**config.mk**
```make
export PLATFORM = sky130hd
export DESIGN_NAME = cit_core_timing
export DESIGN_NICKNAME = d
export VERILOG_FILES = /design/src/hdl/cit_pkg.sv /design/src/hdl/cit_alu.sv /design/src/hdl/cit_core_timing.sv
export SDC_FILE = /design/constraint.sdc
export NUM_CORES = 1
export LEC_CHECK = 0
export BUFFER_PORTS_ARGS = -buffer_cell sky130_fd_sc_hd__buf_2
export CAP_MARGIN = 20
export CORE_ASPECT_RATIO = 0.75
export CORE_UTILIZATION = 40
export DETAILED_ROUTE_END_ITERATION = 10
export HOLD_SLACK_MARGIN = 0.12
export PLACE_DENSITY_LB_ADDON = 0.2
export SYNTH_ARGS = -nofsm -noshare
export SYNTH_HDL_FRONTEND = slang
export SYNTH_SLANG_ARGS = --single-unit
export TNS_END_PERCENT = 1
```
**constraint.sdc**
```tcl
create_clock -name clk_in -period 8 [get_ports clk_in]
set_input_delay 0.8 -clock clk_in [delete_from_list [all_inputs] [get_ports clk_in]]
set_output_delay 0.8 -clock clk_in [all_outputs]
set_load 0.005 [all_outputs]
```
**src/hdl/cit_pkg.sv**
```systemverilog
// Contract
// [RULE1] Opcodes, addressing modes and status flag effects match the classic 8-bit set.
// [RULE2] Every instruction is timed in plain system clock cycles, no machine cycles.
// [RULE3] No instruction exceeds eight clocks; divide takes exactly eight.
// [RULE4] A conditional branch not taken finishes one clock sooner than when taken.
// [RULE5] Exactly 109 distinct instructions are implemented.
// [RULE6] Add, add-with-carry, subtract-with-borrow from a register: one byte, one clock.
// [RULE7] Arithmetic with a direct byte source: two bytes, two clocks.
// [RULE8] Arithmetic with an indirect RAM source: one byte, two clocks.
// [RULE9] Arithmetic with an immediate source: two bytes, two clocks.
// [RULE10] AND, OR, XOR of a register into the accumulator: one byte, one clock.
// [RULE11] AND, OR, XOR of an immediate into the accumulator: two bytes, two clocks.
// [RULE12] AND, OR, XOR of indirect RAM into the accumulator: one byte, two clocks.
// [RULE13] Logic writing the accumulator into a direct byte: two bytes, two clocks.
// [RULE14] Logic of an immediate into a direct byte: three bytes, three clocks.
// [RULE15] One synchronous clock; reset returns to opcode fetch, nothing half done.
`default_nettype none
package cit_pkg;

    // ****************************************************************
    // Constants
    // ****************************************************************
    localparam logic [3:0] MAX_CYCLES     = 4'h8;
    localparam int         INSTR_COUNT    = 109;
    localparam logic [7:0] UNDEF_OPCODE   = 8'ha5;
    localparam logic [7:0] ACC_RESET      = 8'h00;
    localparam logic [7:0] FLAGS_RESET    = 8'h00;
    localparam int         FLAG_CY        = 7;
    localparam int         FLAG_AC        = 6;
    localparam int         FLAG_OV        = 2;
    localparam int         FLAG_P         = 0;

    // ****************************************************************
    // Types
    // ****************************************************************
    typedef enum logic [2:0] {
        CIT_ALU_ADD,
        CIT_ALU_ADDC,
        CIT_ALU_SUBB,
        CIT_ALU_AND,
        CIT_ALU_OR,
        CIT_ALU_XOR
    } cit_alu_op_type;

    typedef enum logic {
        CIT_ST_FETCH,
        CIT_ST_RUN
    } cit_state_type;

    typedef struct packed {
        logic [1:0] bytes;
        logic [3:0] cycles;
        logic       cond;
    } cit_timing_type;

    // ****************************************************************
    // Opcode timing table
    // ****************************************************************
    // Cycles are the not-taken figure; a taken conditional adds one.
    function automatic cit_timing_type cit_decode(input logic [7:0] op);
        logic [3:0]     h;
        logic [3:0]     l;
        cit_timing_type t;
        h = op[7:4];
        l = op[3:0];
        t = '{bytes: 2'h1, cycles: 4'h1, cond: 1'b0};
        if (l[3]) begin
            case (h)
                4'h7, 4'h8, 4'ha: t = '{2'h2, 4'h2, 1'b0};
                4'hb:             t = '{2'h3, 4'h3, 1'b1};
                4'hd:             t = '{2'h2, 4'h2, 1'b1};
                default:          t = '{2'h1, 4'h1, 1'b0}; // RULE6 RULE10
            endcase
        end else if (l[3:1] == 3'h3) begin
            case (h)
                4'h7, 4'h8, 4'ha: t = '{2'h2, 4'h2, 1'b0};
                4'hb:             t = '{2'h3, 4'h4, 1'b1};
                default:          t = '{2'h1, 4'h2, 1'b0}; // RULE8 RULE12
            endcase
        end else if (l == 4'h5) begin
            case (h)
                4'h7, 4'h8: t = '{2'h3, 4'h3, 1'b0};
                4'ha:       t = '{2'h1, 4'h1, 1'b0};
                4'hb:       t = '{2'h3, 4'h4, 1'b1};
                4'hd:       t = '{2'h3, 4'h3, 1'b1};
                default:    t = '{2'h2, 4'h2, 1'b0}; // RULE7
            endcase
        end else if (l == 4'h4) begin
            case (h)
                4'h0, 4'h1, 4'hc, 4'hd, 4'he, 4'hf: t = '{2'h1, 4'h1, 1'b0};
                4'h8:    t = '{2'h1, MAX_CYCLES, 1'b0}; // RULE3
                4'ha:    t = '{2'h1, 4'h4, 1'b0};
                4'hb:    t = '{2'h3, 4'h3, 1'b1};
                default: t = '{2'h2, 4'h2, 1'b0}; // RULE9 RULE11
            endcase
        end else if (l == 4'h3) begin
            case (h)
                4'h4, 4'h5, 4'h6:       t = '{2'h3, 4'h3, 1'b0}; // RULE14
                4'h7, 4'h8, 4'h9, 4'he, 4'hf: t = '{2'h1, 4'h3, 1'b0};
                default:                t = '{2'h1, 4'h1, 1'b0};
            endcase
        end else if (l == 4'h2) begin
            case (h)
                4'h0, 4'h1: t = '{2'h3, 4'h4, 1'b0};
                4'h2, 4'h3: t = '{2'h1, 4'h5, 1'b0};
                4'he, 4'hf: t = '{2'h1, 4'h3, 1'b0};
                default:    t = '{2'h2, 4'h2, 1'b0}; // RULE13
            endcase
        end else if (l == 4'h1) begin
            t = '{2'h2, 4'h3, 1'b0};
        end else begin
            case (h)
                4'h0:                   t = '{2'h1, 4'h1, 1'b0};
                4'h1, 4'h2, 4'h3:       t = '{2'h3, 4'h3, 1'b1};
                4'h4, 4'h5, 4'h6, 4'h7: t = '{2'h2, 4'h2, 1'b1};
                4'h8:                   t = '{2'h2, 4'h3, 1'b0};
                4'h9:                   t = '{2'h3, 4'h3, 1'b0};
                4'he, 4'hf:             t = '{2'h1, 4'h3, 1'b0};
                default:                t = '{2'h2, 4'h2, 1'b0};
            endcase
        end
        return t;
    endfunction : cit_decode

endpackage : cit_pkg
`default_nettype wire

```
**src/hdl/cit_alu.sv**
```systemverilog
`timescale 1ns/100ps
`default_nettype none
module cit_alu (
    input  wire logic [7:0]          a_in,
    input  wire logic [7:0]          b_in,
    input  wire logic                carry_in,
    input  wire cit_pkg::cit_alu_op_type op_in,
    output logic      [7:0]          result_out,
    output logic                     cy_out,
    output logic                     ac_out,
    output logic                     ov_out
);

    logic [8:0] wide;
    logic [4:0] low;
    logic       sub;

    // ****************************************************************
    // Arithmetic and logic
    // ****************************************************************
    always_comb begin
        wide = 9'h000;
        low  = 5'h00;
        sub  = (op_in == cit_pkg::CIT_ALU_SUBB);
        case (op_in)
            cit_pkg::CIT_ALU_ADD,
            cit_pkg::CIT_ALU_ADDC: begin
                wide = {1'b0, a_in} + {1'b0, b_in} + {8'h00, carry_in};
                low  = {1'b0, a_in[3:0]} + {1'b0, b_in[3:0]} + {4'h0, carry_in};
            end
            cit_pkg::CIT_ALU_SUBB: begin
                wide = {1'b0, a_in} - {1'b0, b_in} - {8'h00, carry_in};
                low  = {1'b0, a_in[3:0]} - {1'b0, b_in[3:0]} - {4'h0, carry_in};
            end
            cit_pkg::CIT_ALU_AND: wide = {1'b0, a_in & b_in};
            cit_pkg::CIT_ALU_OR:  wide = {1'b0, a_in | b_in};
            cit_pkg::CIT_ALU_XOR: wide = {1'b0, a_in ^ b_in};
            default:              wide = {1'b0, a_in};
        endcase
        result_out = wide[7:0];
        cy_out     = wide[8];
        ac_out     = low[4];
        // Overflow: signed result leaves the signed range
        if (sub) begin
            ov_out = (a_in[7] != b_in[7]) && (wide[7] != a_in[7]);
        end else begin
            ov_out = (a_in[7] == b_in[7]) && (wide[7] != a_in[7]);
        end
    end

endmodule : cit_alu
`default_nettype wire

```
**src/hdl/cit_core_timing.sv**
```systemverilog
`timescale 1ns/100ps
`default_nettype none
module cit_core_timing (
    input  wire logic       clk_in,
    input  wire logic       rst_in,
    input  wire logic       code_valid_in,
    input  wire logic [7:0] code_byte_in,
    output logic            code_ready_out,
    input  wire logic       branch_taken_in,
    input  wire logic [7:0] src_data_in,
    input  wire logic       acc_load_in,
    input  wire logic [7:0] acc_load_data_in,
    input  wire logic       flags_load_in,
    input  wire logic [7:0] flags_load_data_in,
    output logic            busy_out,
    output logic            instr_done_out,
    output logic [7:0]      instr_opcode_out,
    output logic [7:0]      instr_operand1_out,
    output logic [7:0]      instr_operand2_out,
    output logic [1:0]      instr_bytes_out,
    output logic [3:0]      instr_cycles_out,
    output logic            instr_taken_out,
    output logic            instr_undefined_out,
    output logic [7:0]      acc_out,
    output logic [7:0]      program_status_flags_out,
    output logic            direct_wr_out,
    output logic [7:0]      direct_addr_out,
    output logic [7:0]      direct_data_out
);

    // ****************************************************************
    // State
    // ****************************************************************
    cit_pkg::cit_state_type state;
    cit_pkg::cit_state_type next_state;
    logic [7:0] opcode;
    logic [7:0] next_opcode;
    logic [7:0] byte1;
    logic [7:0] next_byte1;
    logic [7:0] byte2;
    logic [7:0] next_byte2;
    logic [1:0] bytes;
    logic [1:0] next_bytes;
    logic [3:0] cycles;
    logic [3:0] next_cycles;
    logic       cond;
    logic       next_cond;
    logic       taken;
    logic       next_taken;
    logic [1:0] got;
    logic [1:0] next_got;
    logic [3:0] cnt;
    logic [3:0] next_cnt;
    logic [7:0] acc;
    logic [7:0] next_acc;
    logic [7:0] flags;
    logic [7:0] next_flags;
    logic       done;
    logic       next_done;
    logic [7:0] out_opcode;
    logic [7:0] next_out_opcode;
    logic [7:0] out_op1;
    logic [7:0] next_out_op1;
    logic [7:0] out_op2;
    logic [7:0] next_out_op2;
    logic [1:0] out_bytes;
    logic [1:0] next_out_bytes;
    logic [3:0] out_cycles;
    logic [3:0] next_out_cycles;
    logic       out_taken;
    logic       next_out_taken;
    logic       out_undef;
    logic       next_out_undef;
    logic       dwr;
    logic       next_dwr;
    logic [7:0] daddr;
    logic [7:0] next_daddr;
    logic [7:0] ddata;
    logic [7:0] next_ddata;

    // ****************************************************************
    // Execute context
    // ****************************************************************
    cit_pkg::cit_timing_type fetch_t;
    cit_pkg::cit_alu_op_type alu_op;
    logic [7:0] exec_op;
    logic [7:0] alu_a;
    logic [7:0] alu_b;
    logic [7:0] alu_res;
    logic       alu_cy;
    logic       alu_ac;
    logic       alu_ov;
    logic       need_byte;
    logic       step;
    logic       commit;
    logic       acc_kind;
    logic       dir_kind;

    assign fetch_t        = cit_pkg::cit_decode(code_byte_in);
    assign need_byte      = (state == cit_pkg::CIT_ST_FETCH) || (got < bytes);
    assign code_ready_out = need_byte;
    // A stalled byte freezes the cycle count
    assign step           = need_byte ? code_valid_in : 1'b1; // RULE2

    // ALU operation selected by the high nibble
    function automatic cit_pkg::cit_alu_op_type alu_sel(input logic [3:0] h);
        case (h)
            4'h2:    alu_sel = cit_pkg::CIT_ALU_ADD;
            4'h3:    alu_sel = cit_pkg::CIT_ALU_ADDC;
            4'h9:    alu_sel = cit_pkg::CIT_ALU_SUBB;
            4'h4:    alu_sel = cit_pkg::CIT_ALU_OR;
            4'h5:    alu_sel = cit_pkg::CIT_ALU_AND;
            default: alu_sel = cit_pkg::CIT_ALU_XOR;
        endcase
    endfunction : alu_sel

    always_comb begin
        exec_op  = (state == cit_pkg::CIT_ST_FETCH) ? code_byte_in : opcode;
        acc_kind = (exec_op[3:2] != 2'h0) &&
                   (exec_op[7:4] inside {4'h2, 4'h3, 4'h9, 4'h4, 4'h5, 4'h6});
        dir_kind = (exec_op[3:1] == 3'h1) && (exec_op[7:4] inside {4'h4, 4'h5, 4'h6});
        alu_op   = alu_sel(exec_op[7:4]); // RULE1
        if (dir_kind) begin
            alu_a = src_data_in;
            alu_b = exec_op[0] ? code_byte_in : acc;
        end else begin
            alu_a = acc;
            alu_b = (exec_op[3:0] == 4'h4) ? code_byte_in : src_data_in;
        end
    end

    cit_alu u_alu (
        .a_in       (alu_a),
        .b_in       (alu_b),
        .carry_in   (flags[cit_pkg::FLAG_CY] && (alu_op != cit_pkg::CIT_ALU_ADD)),
        .op_in      (alu_op),
        .result_out (alu_res),
        .cy_out     (alu_cy),
        .ac_out     (alu_ac),
        .ov_out     (alu_ov)
    );

    // ****************************************************************
    // Sequencer next state
    // ****************************************************************
    always_comb begin
        next_state      = state;
        next_opcode     = opcode;
        next_byte1      = byte1;
        next_byte2      = byte2;
        next_bytes      = bytes;
        next_cycles     = cycles;
        next_cond       = cond;
        next_taken      = taken;
        next_got        = got;
        next_cnt        = cnt;
        next_acc        = acc;
        next_flags      = flags;
        next_done       = 1'b0;
        next_out_opcode = out_opcode;
        next_out_op1    = out_op1;
        next_out_op2    = out_op2;
        next_out_bytes  = out_bytes;
        next_out_cycles = out_cycles;
        next_out_taken  = out_taken;
        next_out_undef  = out_undef;
        next_dwr        = 1'b0;
        next_daddr      = daddr;
        next_ddata      = ddata;
        commit          = 1'b0;
        case (state)
            cit_pkg::CIT_ST_FETCH: begin
                if (code_valid_in) begin
                    next_opcode = code_byte_in;
                    next_bytes  = fetch_t.bytes;
                    next_cycles = fetch_t.cycles;
                    next_cond   = fetch_t.cond;
                    next_taken  = 1'b0;
                    next_got    = 2'h1;
                    next_cnt    = 4'h1;
                    if (fetch_t.cycles == 4'h1) begin
                        commit = 1'b1; // RULE6 RULE10
                    end else begin
                        next_state = cit_pkg::CIT_ST_RUN;
                    end
                end
            end
            cit_pkg::CIT_ST_RUN: begin
                if (step) begin
                    if (need_byte) begin
                        if (got == 2'h1) begin
                            next_byte1 = code_byte_in;
                        end else begin
                            next_byte2 = code_byte_in;
                        end
                        next_got = got + 2'h1;
                        // The condition is sampled with the last program byte
                        if (cond && (got == bytes - 2'h1)) begin
                            next_taken = branch_taken_in; // RULE4
                        end
                    end
                    next_cnt = cnt + 4'h1;
                    if (cnt == next_cycles + {3'h0, next_taken} - 4'h1) begin
                        commit     = 1'b1; // RULE4
                        next_state = cit_pkg::CIT_ST_FETCH;
                    end
                end
            end
            default: next_state = cit_pkg::CIT_ST_FETCH; // RULE15
        endcase

        // Outside loads lose to an accumulator-writing commit in the same cycle: acc, and CY, AC, OV for arithmetic
        if (acc_load_in) begin
            next_acc = acc_load_data_in;
        end
        if (flags_load_in) begin
            next_flags = flags_load_data_in;
        end

        if (commit) begin
            next_done       = 1'b1;
            next_out_opcode = next_opcode;
            next_out_op1    = next_byte1;
            next_out_op2    = next_byte2;
            next_out_bytes  = next_bytes;
            next_out_cycles = next_cycles + {3'h0, next_taken};
            next_out_taken  = next_taken;
            next_out_undef  = (next_opcode == cit_pkg::UNDEF_OPCODE); // RULE5
            if (acc_kind) begin
                next_acc = alu_res; // RULE1
                if (alu_op inside {cit_pkg::CIT_ALU_ADD, cit_pkg::CIT_ALU_ADDC,
                                   cit_pkg::CIT_ALU_SUBB}) begin
                    next_flags[cit_pkg::FLAG_CY] = alu_cy;
                    next_flags[cit_pkg::FLAG_AC] = alu_ac;
                    next_flags[cit_pkg::FLAG_OV] = alu_ov;
                end
            end else if (dir_kind) begin
                next_dwr   = 1'b1; // RULE13 RULE14
                next_daddr = next_byte1;
                next_ddata = alu_res;
            end
        end
        // Parity always tracks the accumulator
        next_flags[cit_pkg::FLAG_P] = ^next_acc; // RULE1
    end

    // ****************************************************************
    // Registers
    // ****************************************************************
    always_ff @(posedge clk_in) begin
        if (rst_in) begin
            state      <= cit_pkg::CIT_ST_FETCH; // RULE15
            opcode     <= 8'h00;
            byte1      <= 8'h00;
            byte2      <= 8'h00;
            bytes      <= 2'h1;
            cycles     <= 4'h1;
            cond       <= 1'b0;
            taken      <= 1'b0;
            got        <= 2'h1;
            cnt        <= 4'h1;
            acc        <= cit_pkg::ACC_RESET;
            flags      <= cit_pkg::FLAGS_RESET;
            done       <= 1'b0;
            out_opcode <= 8'h00;
            out_op1    <= 8'h00;
            out_op2    <= 8'h00;
            out_bytes  <= 2'h0;
            out_cycles <= 4'h0;
            out_taken  <= 1'b0;
            out_undef  <= 1'b0;
            dwr        <= 1'b0;
            daddr      <= 8'h00;
            ddata      <= 8'h00;
        end else begin
            state      <= next_state;
            opcode     <= next_opcode;
            byte1      <= next_byte1;
            byte2      <= next_byte2;
            bytes      <= next_bytes;
            cycles     <= next_cycles;
            cond       <= next_cond;
            taken      <= next_taken;
            got        <= next_got;
            cnt        <= next_cnt;
            acc        <= next_acc;
            flags      <= next_flags;
            done       <= next_done;
            out_opcode <= next_out_opcode;
            out_op1    <= next_out_op1;
            out_op2    <= next_out_op2;
            out_bytes  <= next_out_bytes;
            out_cycles <= next_out_cycles;
            out_taken  <= next_out_taken;
            out_undef  <= next_out_undef;
            dwr        <= next_dwr;
            daddr      <= next_daddr;
            ddata      <= next_ddata;
        end
    end

    assign busy_out = (state == cit_pkg::CIT_ST_RUN);
    assign instr_done_out = done;
    assign instr_opcode_out = out_opcode;
    assign instr_operand1_out = out_op1;
    assign instr_operand2_out = out_op2;
    assign instr_bytes_out = out_bytes;
    assign instr_cycles_out = out_cycles;
    assign instr_taken_out = out_taken;
    assign instr_undefined_out = out_undef;
    assign acc_out = acc;
    assign program_status_flags_out = flags;
    assign direct_wr_out = dwr;
    assign direct_addr_out = daddr;
    assign direct_data_out = ddata;

endmodule : cit_core_timing
`default_nettype wire

```
=== Yosys cells after proc, flatten, opt, wreduce, memory -nomap -nowiden ===
Memories as Yosys holds them, arrays and structs flattened.
Cells that the tools add are included.

* Add/sub/neg operators: 14
* $mul: 0
* Divide/modulo/power cells: 0
* Order comparisons: 1
* Equality and inequality tests: 40
* Shifts and indexed selects: 0
* Multiplexer cells: 71
* Bitwise operators: 6
* Reduce and logical (&&, ||, !) cells: 26

{| class="wikitable"
|+ Operator list
! kind !! number
|-
| two-way mux 8 bit || 19
|-
| two-way mux 7 bit || 7
|-
| case mux 9 bit (5 select lines) || 1
|-
| case mux 7 bit (3 select lines) || 2
|-
| equality test 4 x 3 -> 1 bit (second input constant) || 7
|-
| equality test 4 bit (second input constant) || 7
|-
| case mux 7 bit (4 select lines) || 1
|-
| equality test 4 x 2 -> 1 bit (second input constant) || 6
|-
| two-way mux 1 bit || 21
|-
| two-way mux 2 bit || 8
|-
| two-way mux 4 bit || 4
|-
| case mux 3 bit (5 select lines) || 1
|-
| case mux 7 bit (2 select lines) || 1
|-
| equality test 4 x 1 -> 1 bit (second input constant) || 3
|-
| case mux 5 bit (2 select lines) || 1
|-
| OR reduction 2 bit || 5
|-
| adder 8 x 8 -> 9 bit || 1
|-
| adder 9 x 1 -> 9 bit || 1
|-
| equality test 3 x 2 -> 1 bit (second input constant) || 3
|-
| nonzero test 3 bit || 3
|-
| subtractor 8 x 8 -> 9 bit || 1
|-
| subtractor 9 x 1 -> 9 bit || 1
|-
| adder 4 x 1 -> 4 bit || 2
|-
| AND 8 bit || 1
|-
| other kinds (35) || 51
|}

* Register bits after elaboration: 105
* Bits in latches: 0
* Bits in writable memories: 0
* Memory bits (read-only): 224
* Input port bits: 38
* Output and inout port bits: 68
* Word-level logic and storage cells: 185
* Memories kept: 3

{| class="wikitable"
|+ Memories
! memory !! depth !! width !! rd ports !! clocked after memory_dff !! wr ports !! line !! source
|-
| (name not given) || 16 || 7 || 1 || 0 || 0 || cit_pkg.sv:89 || <nowiki>case (h)</nowiki>
|-
| (name not given) || 16 || 5 || 1 || 0 || 0 || cit_pkg.sv:112 || <nowiki>case (h)</nowiki>
|-
| (name not given) || 16 || 2 || 1 || 0 || 0 || cit_pkg.sv:97 || <nowiki>case (h)</nowiki>
|}

=== Logic depth before layout (Yosys ltp) ===
Gate-level depths: netlist of run 1.

* Depth in word-level cells: 15
* Mapped depth: 21
* Mapped depth without buffers: 19

=== Cells and area by module ===
From an unflattened synthesis of run 1, not the netlist that was laid out.

* Cells, all modules: 838
* Area total of the unflattened synthesis: 6999.2 µm²

{| class="wikitable"
|+ Modules (own cells, without submodules)
! module !! instances !! cells an instance !! area an instance (µm²)
|-
| cit_core_timing || 1 || 643 || 5574.1
|-
| cit_alu || 1 || 195 || 1425.1
|}

=== Least setup slack after synthesis of run 1 ===
No wires, ideal clock.

* Path kind: input-to-reg
* Start point: in code_byte_in[1]
* End point: reg flags[0] (netlist: program_status_flags_out[0])
* Library setup time: 72 ps
* Arrival time: 4777 ps
* Path slack: 3151 ps
* Stages on the path: 18
* Path buffers: 1
* Cell sequence: clkbuf_1 > nor4b_1 > a31oi_1 > nor2_1 > nand2_1 > o22ai_1 > a21oi_1 > ha_1 > ha_1 > o21ai_0 > o22ai_1 > o221ai_1 > a211oi_1 > or4_1 > nand4_1 > a211oi_1 > or3_1 > mux2i_1

* Word-level cells in the longest chain between the ends: 14
* Elaborated cells on any way between the ends: 36
* Those cells by class: add/sub: 4; eq/ne: 9; mux: 18; bitwise: 3; reduce/logical: 2

{| class="wikitable"
|+ RTL lines
! item !! line !! source
|-
| start, declared || cit_core_timing.sv:7 || <nowiki>input wire logic [7:0] code_byte_in,</nowiki>
|-
| parallel branches: the longest is 12 deep, another holds subtractor 8 x 8 -> 9 bit || n/a ||
|-
| two-way mux 8 bit (*) || cit_core_timing.sv:220 || <nowiki>if (commit) begin</nowiki>
|-
| parity 8 bit (*) || cit_core_timing.sv:244 || <nowiki>next_flags[cit_pkg::FLAG_P] = ^next_acc;</nowiki>
|-
| end signal, assigned || cit_core_timing.sv:263 || <nowiki>flags <= cit_pkg::FLAGS_RESET;</nowiki>
|-
| end signal, assigned || cit_core_timing.sv:287 || <nowiki>flags <= next_flags;</nowiki>
|-
| end, declared || cit_core_timing.sv:56 || <nowiki>logic [7:0] flags;</nowiki>
|}

Every way passes the cells marked *.
A chain may end at the register's enable or synchronous reset.

=== Final worst setup path of run 1 ===
* Start point: in code_byte_in[7]
* End point: reg flags[0] (netlist: program_status_flags_out[0])

* Word-level cells in the longest chain between the ends: 15
* Elaborated cells on any way between the ends: 70
* Those cells by class: add/sub: 4; eq/ne: 22; mux: 23; bitwise: 3; reduce/logical: 15; memory: 3

{| class="wikitable"
|+ RTL lines
! item !! line
|-
| parallel branches: the longest is 13 deep, another holds subtractor 8 x 8 -> 9 bit || n/a
|-
| two-way mux 8 bit (*) || cit_core_timing.sv:220
|-
| parity 8 bit (*) || cit_core_timing.sv:244
|}

Marks and branches as above.

==> results of run 1 <==
==> cell usage in the layout (no fill, tap or decap), drive strengths merged, types with 5 or more instances in the layout <==
master and n:
a211oi 53, nor3 15, clkbuf 10, inv 45, nor4 5, a22oi 6, nand2 65, o21ai 25
nand2b 15, nor3b 6, dfxtp 105, xnor2 21, a21o 8, nand3 15, xor2 12, nor2b 9
o22ai 11, o211ai 6, a21oi 44, buf 110, ha 39, nor2 116, mux2i 52, a311oi 7
==> Yosys cell counts (5+ instances only) <==
library cell	count
nand2_1	65
xor2_1	12
clkbuf_1	36
nor2b_1	9
mux2i_1	52
inv_1	42
o22ai_1	11
ha_1	39
nand3_1	14
nor3b_1	6
o211ai_1	6
a311oi_1	7
buf_2	9
nor4_1	5
a211oi_1	53
a22oi_1	6
a21oi_1	43
nor3_1	15
xnor2_1	21
dfxtp_1	105
a21o_1	8
o21ai_0	25
nor2_1	114
buf_1	8
nand2b_1	15
==> stage by stage <==
step                hold WS, ns  setup slack, ns  cell area, µm²
CTS                       0.456             1.99            7740
finish                    0.457             1.79            7740
detailed placement        0.445             1.64            7430
global placement          0.448             1.72            7430
global route              0.486             1.55            7740
floorplan                 0.448             3.15            6830
==> power breakdown <==
part	internal [mW]	switching [mW]	total, mW
Sequential	0.556	0.0286	0.584
Combinational	0.185	0.275	0.460
Clock	0.230	0.222	0.452
Total	0.971	0.526	1.50
==> final cells by class <==
cell class / instances / area [µm²] / area share
antenna: 2 / 5.00 / 0.000647
clock buffer: 10 / 239 / 0.0309
inverter: 42 / 158 / 0.0204
tap: 210 / 263 / 0.0339
multi-input combinational: 632 / 4340 / 0.560
timing repair buffer: 110 / 568 / 0.0734
clock inverter: 6 / 68.8 / 0.00889
sequential: 105 / 2100 / 0.272
==> layer usage <==
metal  vias to the layer above  part of all wire  wire length [µm]
met3                        19             0.078              1600
met2                       247              0.41              8520
met4                         0             0.010               213
li1                       3137                 -                 -
met1                      2993              0.50             10200
met5                         -                 0                 0
==> worst paths after layout <==
check                              startpoint                                     end  slack [ns]  cells after the start
max                           code_byte_in[7]  program_status_flags_out[0]$_SDFF_PP0_        1.79                     18
min          instr_cycles_out[1]$_SDFFE_PP0P_        instr_cycles_out[1]$_SDFFE_PP0P_        0.46                      2
max reg2reg               busy_out$_SDFF_PP0_  program_status_flags_out[0]$_SDFF_PP0_        1.81                     17
min reg2reg  instr_cycles_out[1]$_SDFFE_PP0P_        instr_cycles_out[1]$_SDFFE_PP0P_        0.46                      2
==> worst reg2reg max path, cell delays in order (launching register included) <==
cell      delay [ns]
dfxtp_1         0.45
nor3b_1         0.60
o221ai_1        0.36
nor2_1          0.85
nand2_1         0.46
o22ai_1         0.30
a21oi_1         0.11
ha_1            0.45
ha_1            0.41
o21ai_0         0.25
o21bai_1        0.12
a21oi_1         0.23
xnor2_1         0.10
a22oi_1         0.15
o311ai_0        0.36
xnor3_1         0.49
mux2i_1         0.20
mux2i_1         0.22
==> kinds of logic (layout without fill, tap and decap cells) <==
group,count (synthesis),count (layout),share of synthesized area
fa+ha+maj,43,43,0.0831
xor+xnor,34,34,0.0456
simple gates,279,279,0.194
other cells,0,2,0
flops,105,105,0.308
buf+inv,98,168,0.0577
compound gates,221,221,0.231
mux,55,55,0.0811
==> impl_metrics.py, run 1 <==
metrics = {
    "worst_setup_path": {
        "timing.critical_path.required_ns": 8.28,
        "critical-path-top-delay-family": "compound AO/OA/AOI/OAI gates",
        "critical_path.cell_chain": "buf_2 -> nor3b_1 -> o221ai_1 -> nor2_1 -> nand2_1 -> o22ai_1 -> a21oi_1 -> ha_1 -> ha_1 -> o21ai_0 -> o21bai_1 -> a21oi_1 -> xnor2_1 -> a22oi_1 -> o311ai_0 -> xnor3_1 -> mux2i_1 -> mux2i_1",
        "cp_slowest_stage_delay_ns": 0.85,
        "worst-endpoint-arrival_ns": 6.49,
        "cp_max_fo": 10,
        "path_class": "in -> reg",
        "crit_path_start_kind": "input pin",
        "critPathSlowestCell": "nor2_1",
        "cp-end-kind": "register",
        "critical_path_buf_inv_count": 1,
    },
    "global_route": {
        "overall_overflow_remaining_after_global_route": 0,
        "globalRouteMet1Util": 0.344,
        "top_usage_layer": "met2",
        "grt_pass1_wl_um": 32500,
        "met3_usage": 0.0554,
        "initial_antenna_violation_count": 1,
        "grt_util_met2": 0.348,
        "grt_start_max_net_pins": 100,
        "globalRouteTotalUtil": 0.236,
        "first_global_vias": 5798,
    },
    "timing": {
        "finClkSkew_ns": 0.0160,
        "max_freq_mhz": 161,
        "relSlewSlack": 0.301,
        "setup-violations-final": 0,
        "tns_ns": 0,
        "finalMaxSlewViolations": 0,
        "timing.final.crit_share": 0.777,
        "finalHoldViolCount": 0,
        "worstMarginPinSlew_ns": 1.05,
        "grt_setup_unrepaired": "no",
        "finalCriticalPeriod_ns": 6.21,
    },
    "job": {
        "drv_cap": 0,
    },
    "place": {
        "dp_wirelength_um": 15100,
        "numPortBuffers": 104,
        "post-place-cells": 1099,
        "place_congestion": 0.921,
    },
    "cts": {
        "longest_clk_path_bufs": 2,
        "worst_skew_pair.late_latency_ns": 0.36,
        "clock_tree.htree_level_count": 3,
        "clkSinkCount": 105,
        "tritoncts": "yes",
        "cts_root_buf": "clkbuf_16",
        "numCtsBuffers": 9,
        "cts_hold_buffers": 0,
        "postCtsResizedCells": 0,
        "cts_post_setup_buffers_inserted": 0,
        "worst_setup_hold_path_clk_slew_ns": 0.07,
    },
    "drt": {
        "initial_detailed_routing_violation_count": 554,
        "dr_total_vias": 6396,
        "detail-route-antenna-nets": 0,
        "avgRoutedWirePerCell_um": 18.4,
        "drc_errors": 0,
        "finalWirelength_um": 20600,
        "drt_first_pass_iters": 5,
        "detail_routed_via_count_per_cell": 5.73,
    },
    "floorplanning": {
        "start_util": 0.418,
        "core_area_um2": 16400,
        "die_area_um2": 17600,
        "fp.dieH_um": 115,
        "floorplan.io_pins": 106,
        "placement_rows": 40,
        "die_w_um": 153,
    },
    "logic_synthesis": {
        "total_of_warnings_raised_by_yosys": 0,
        "synth_nets": 916,
        "ys.flop_type": "dfxtp_1",
        "ys_types": 80,
        "synthesis.instances": 835,
        "synth_edf_count": 0,
        "synth_area_leaders": "dfxtp_1 31%, mux2i_1 7.6%, ha_1 7.1%",
        "synth_largest_type_area_fraction": 0.308,
        "syn_avg_cell_area_um2": 8.18,
        "synth.yosys.seq_area_share": 0.308,
        "ys_ff_latch": 105,
        "netlist_area_um2": 6830,
        "yosysTopAreaCell": "dfxtp_1",
        "synth_async_sr_flop_share": 0,
    },
    "power_and_ir_drop": {
        "max-vdd-ir-drop_v": 0.000114,
        "fin_total_pwr_mw": 1.50,
        "power_per_cell_area_nw_per_um2": 193,
        "p_leak_nw": 3.29,
    },
    "outcome": {
        "outcome": "finished, final reports clean",
    },
    "hold_path": {
        "hold_path_class": "reg -> reg",
    },
    "final_layout": {
        "final_util": 0.473,
        "finalNetCount": 981,
        "final_layout_size_suffix_gt1_frac": 0.164,
        "synthToLayoutAreaGrowth_pct": 13.3,
        "finish.cell_count_without_fillers": 1117,
        "n_fill_cell": 1615,
    },
}
Power figures use the tool's default switching activity.
==> run 2: changes to the inputs <==
Clock period 8 ns to 5.7 ns, I/O delays scaled along.
==> impl_metrics.py, run 2 (synthesis results as in run 1) <==
metrics = {
    "cts": {
        "cts_post_setup_buffers_inserted": 0,
        "worst_setup_hold_path_clk_slew_ns": 0.08,
        "clock_tree.htree_level_count": 3,
        "clkSinkCount": 105,
        "worst_skew_pair.late_latency_ns": 0.35,
        "numCtsBuffers": 9,
        "cts_hold_buffers": 0,
        "cts_root_buf": "clkbuf_16",
        "tritoncts": "yes",
        "longest_clk_path_bufs": 2,
        "postCtsResizedCells": 0,
    },
    "drt": {
        "drc_errors": 0,
        "initial_detailed_routing_violation_count": 433,
        "detail-route-antenna-nets": 0,
        "met1Wirelength_um": 10100,
        "routed-wl-met2_um": 8290,
        "detail_routed_via_count_per_cell": 5.64,
        "top_layer_used": "met4",
        "drt_first_pass_iters": 7,
        "finalWirelength_um": 20000,
        "dr_total_vias": 6372,
        "avgRoutedWirePerCell_um": 17.7,
        "dr_wl_met3_um": 1410,
    },
    "worst_setup_path": {
        "crit_path_start_kind": "register",
        "critical_path.cell_chain": "nor3b_1 -> o221ai_1 -> nor2_1 -> buf_4 -> o21a_1 -> inv_1 -> fa_1 -> fa_1 -> nor2b_1 -> o21ai_0 -> a211oi_1 -> a211oi_1 -> or4_1 -> nand4_1 -> a211oi_1 -> or3_1 -> mux2i_1",
        "path_class": "reg -> reg",
        "timing.critical_path.mode_cell": "a211oi_1",
        "cp_slowest_stage_delay_ns": 0.59,
        "critPathSlowestCell": "nor3b_1",
        "worst-endpoint-arrival_ns": 5.44,
        "cp_max_fo": 16,
        "cp-end-kind": "register",
        "timing.critical_path.required_ns": 5.98,
    },
    "timing": {
        "worstMarginPinSlew_ns": 1.06,
        "fin_worst_hold_slack_ns": 0.448,
        "setup_ws_ns": 0.536,
        "finalMaxSlewViolations": 0,
        "finalHoldViolCount": 0,
        "finClkSkew_ns": 0.0181,
        "max_freq_mhz": 194,
        "tns_ns": 0,
        "finalCriticalPeriod_ns": 5.16,
        "setup-violations-final": 0,
        "grt_setup_unrepaired": "no",
        "timing.final.crit_share": 0.906,
        "relSlewSlack": 0.295,
    },
    "place": {
        "place_congestion": 0.951,
        "dpl-instance-area_um2": 7530,
        "numPortBuffers": 104,
        "pre_cts_ws_ns": 0.536,
        "dp_wirelength_um": 15000,
        "post-place-cells": 1112,
    },
    "outcome": {
        "outcome": "finished, final reports clean",
    },
    "global_route": {
        "globalRouteTotalUtil": 0.227,
        "first_global_vias": 5651,
        "grt_pass1_wl_um": 31400,
        "grt_start_max_net_pins": 100,
        "overall_overflow_remaining_after_global_route": 0,
        "initial_antenna_violation_count": 0,
    },
    "final_layout": {
        "fin_area_um2": 7840,
        "layout_commonest_cell": "nor2_1",
        "finalNetCount": 994,
        "final_util": 0.479,
        "finish.cell_count_without_fillers": 1129,
        "layout.cells.most_common_list": "114 x nor2_1, 105 x dfxtp_1, 103 x buf_2, 65 x nand2_1, 53 x a211oi_1",
        "final_layout_size_suffix_gt1_frac": 0.175,
        "synthToLayoutAreaGrowth_pct": 14.8,
    },
    "job": {
        "drv_cap": 0,
    },
    "floorplanning": {
        "die_area_um2": 17600,
        "floorplan.io_pins": 106,
        "fp.dieH_um": 115,
        "die_w_um": 153,
        "start_util": 0.418,
        "placement_rows": 40,
        "core_area_um2": 16400,
    },
    "power_and_ir_drop": {
        "p_leak_nw": 3.35,
        "power_per_cell_area_nw_per_um2": 271,
        "fin_total_pwr_mw": 2.12,
        "max-vdd-ir-drop_v": 0.000177,
    },
    "hold_path": {
        "hold_path_class": "in -> reg",
    },
}
[run 2: path summary, 6_finish.rpt]
check	startpoint	to	slack [ns]	cells past startpoint
hold reg to reg	instr_cycles_out[1]$_SDFFE_PP0P_	instr_cycles_out[1]$_SDFFE_PP0P_	0.47	2
setup reg to reg	busy_out$_SDFF_PP0_	program_status_flags_out[0]$_SDFF_PP0_	0.54	17
setup / recovery	busy_out$_SDFF_PP0_	program_status_flags_out[0]$_SDFF_PP0_	0.54	17
hold / removal	flags_load_data_in[1]	program_status_flags_out[1]$_SDFFE_PP0P_	0.45	3
[run 2: power by group]
| part | switching, mW | internal, mW |
|---|---|---|
| sequential | 0.0403 | 0.780 |
| clock | 0.302 | 0.350 |
| combinational | 0.380 | 0.270 |
[run 2: area by class of cell]
cell class,count,area [µm²]
Fill cell,1617,8520
Multi-Input combinational cell,632,4340
Sequential cell,105,2100
Timing Repair Buffer,123,666
Tap cell,210,263
Clock buffer,9,225
Inverter,42,158
Clock inverter,7,87.6
Antenna cell,1,2.50
[run 2: routing by layer]
layer | vias to the layer above | global-route usage
met4 | 0 | 0.0532
met5 | - | 0
li1 | 3156 | -
met2 | 210 | 0.342
met3 | 19 | 0.0539
met1 | 2987 | 0.326
[run 2: critical path: cells and delay by family (launching register included)]
family | cells | cell delay, ns
DFF | 1 | 0.50
buffers and inverters | 2 | 0.32
and+or+nand+nor | 6 | 2.02
adders and majority gates | 2 | 0.92
muxes | 1 | 0.12
AOI/OAI and AO/OA | 6 | 1.21
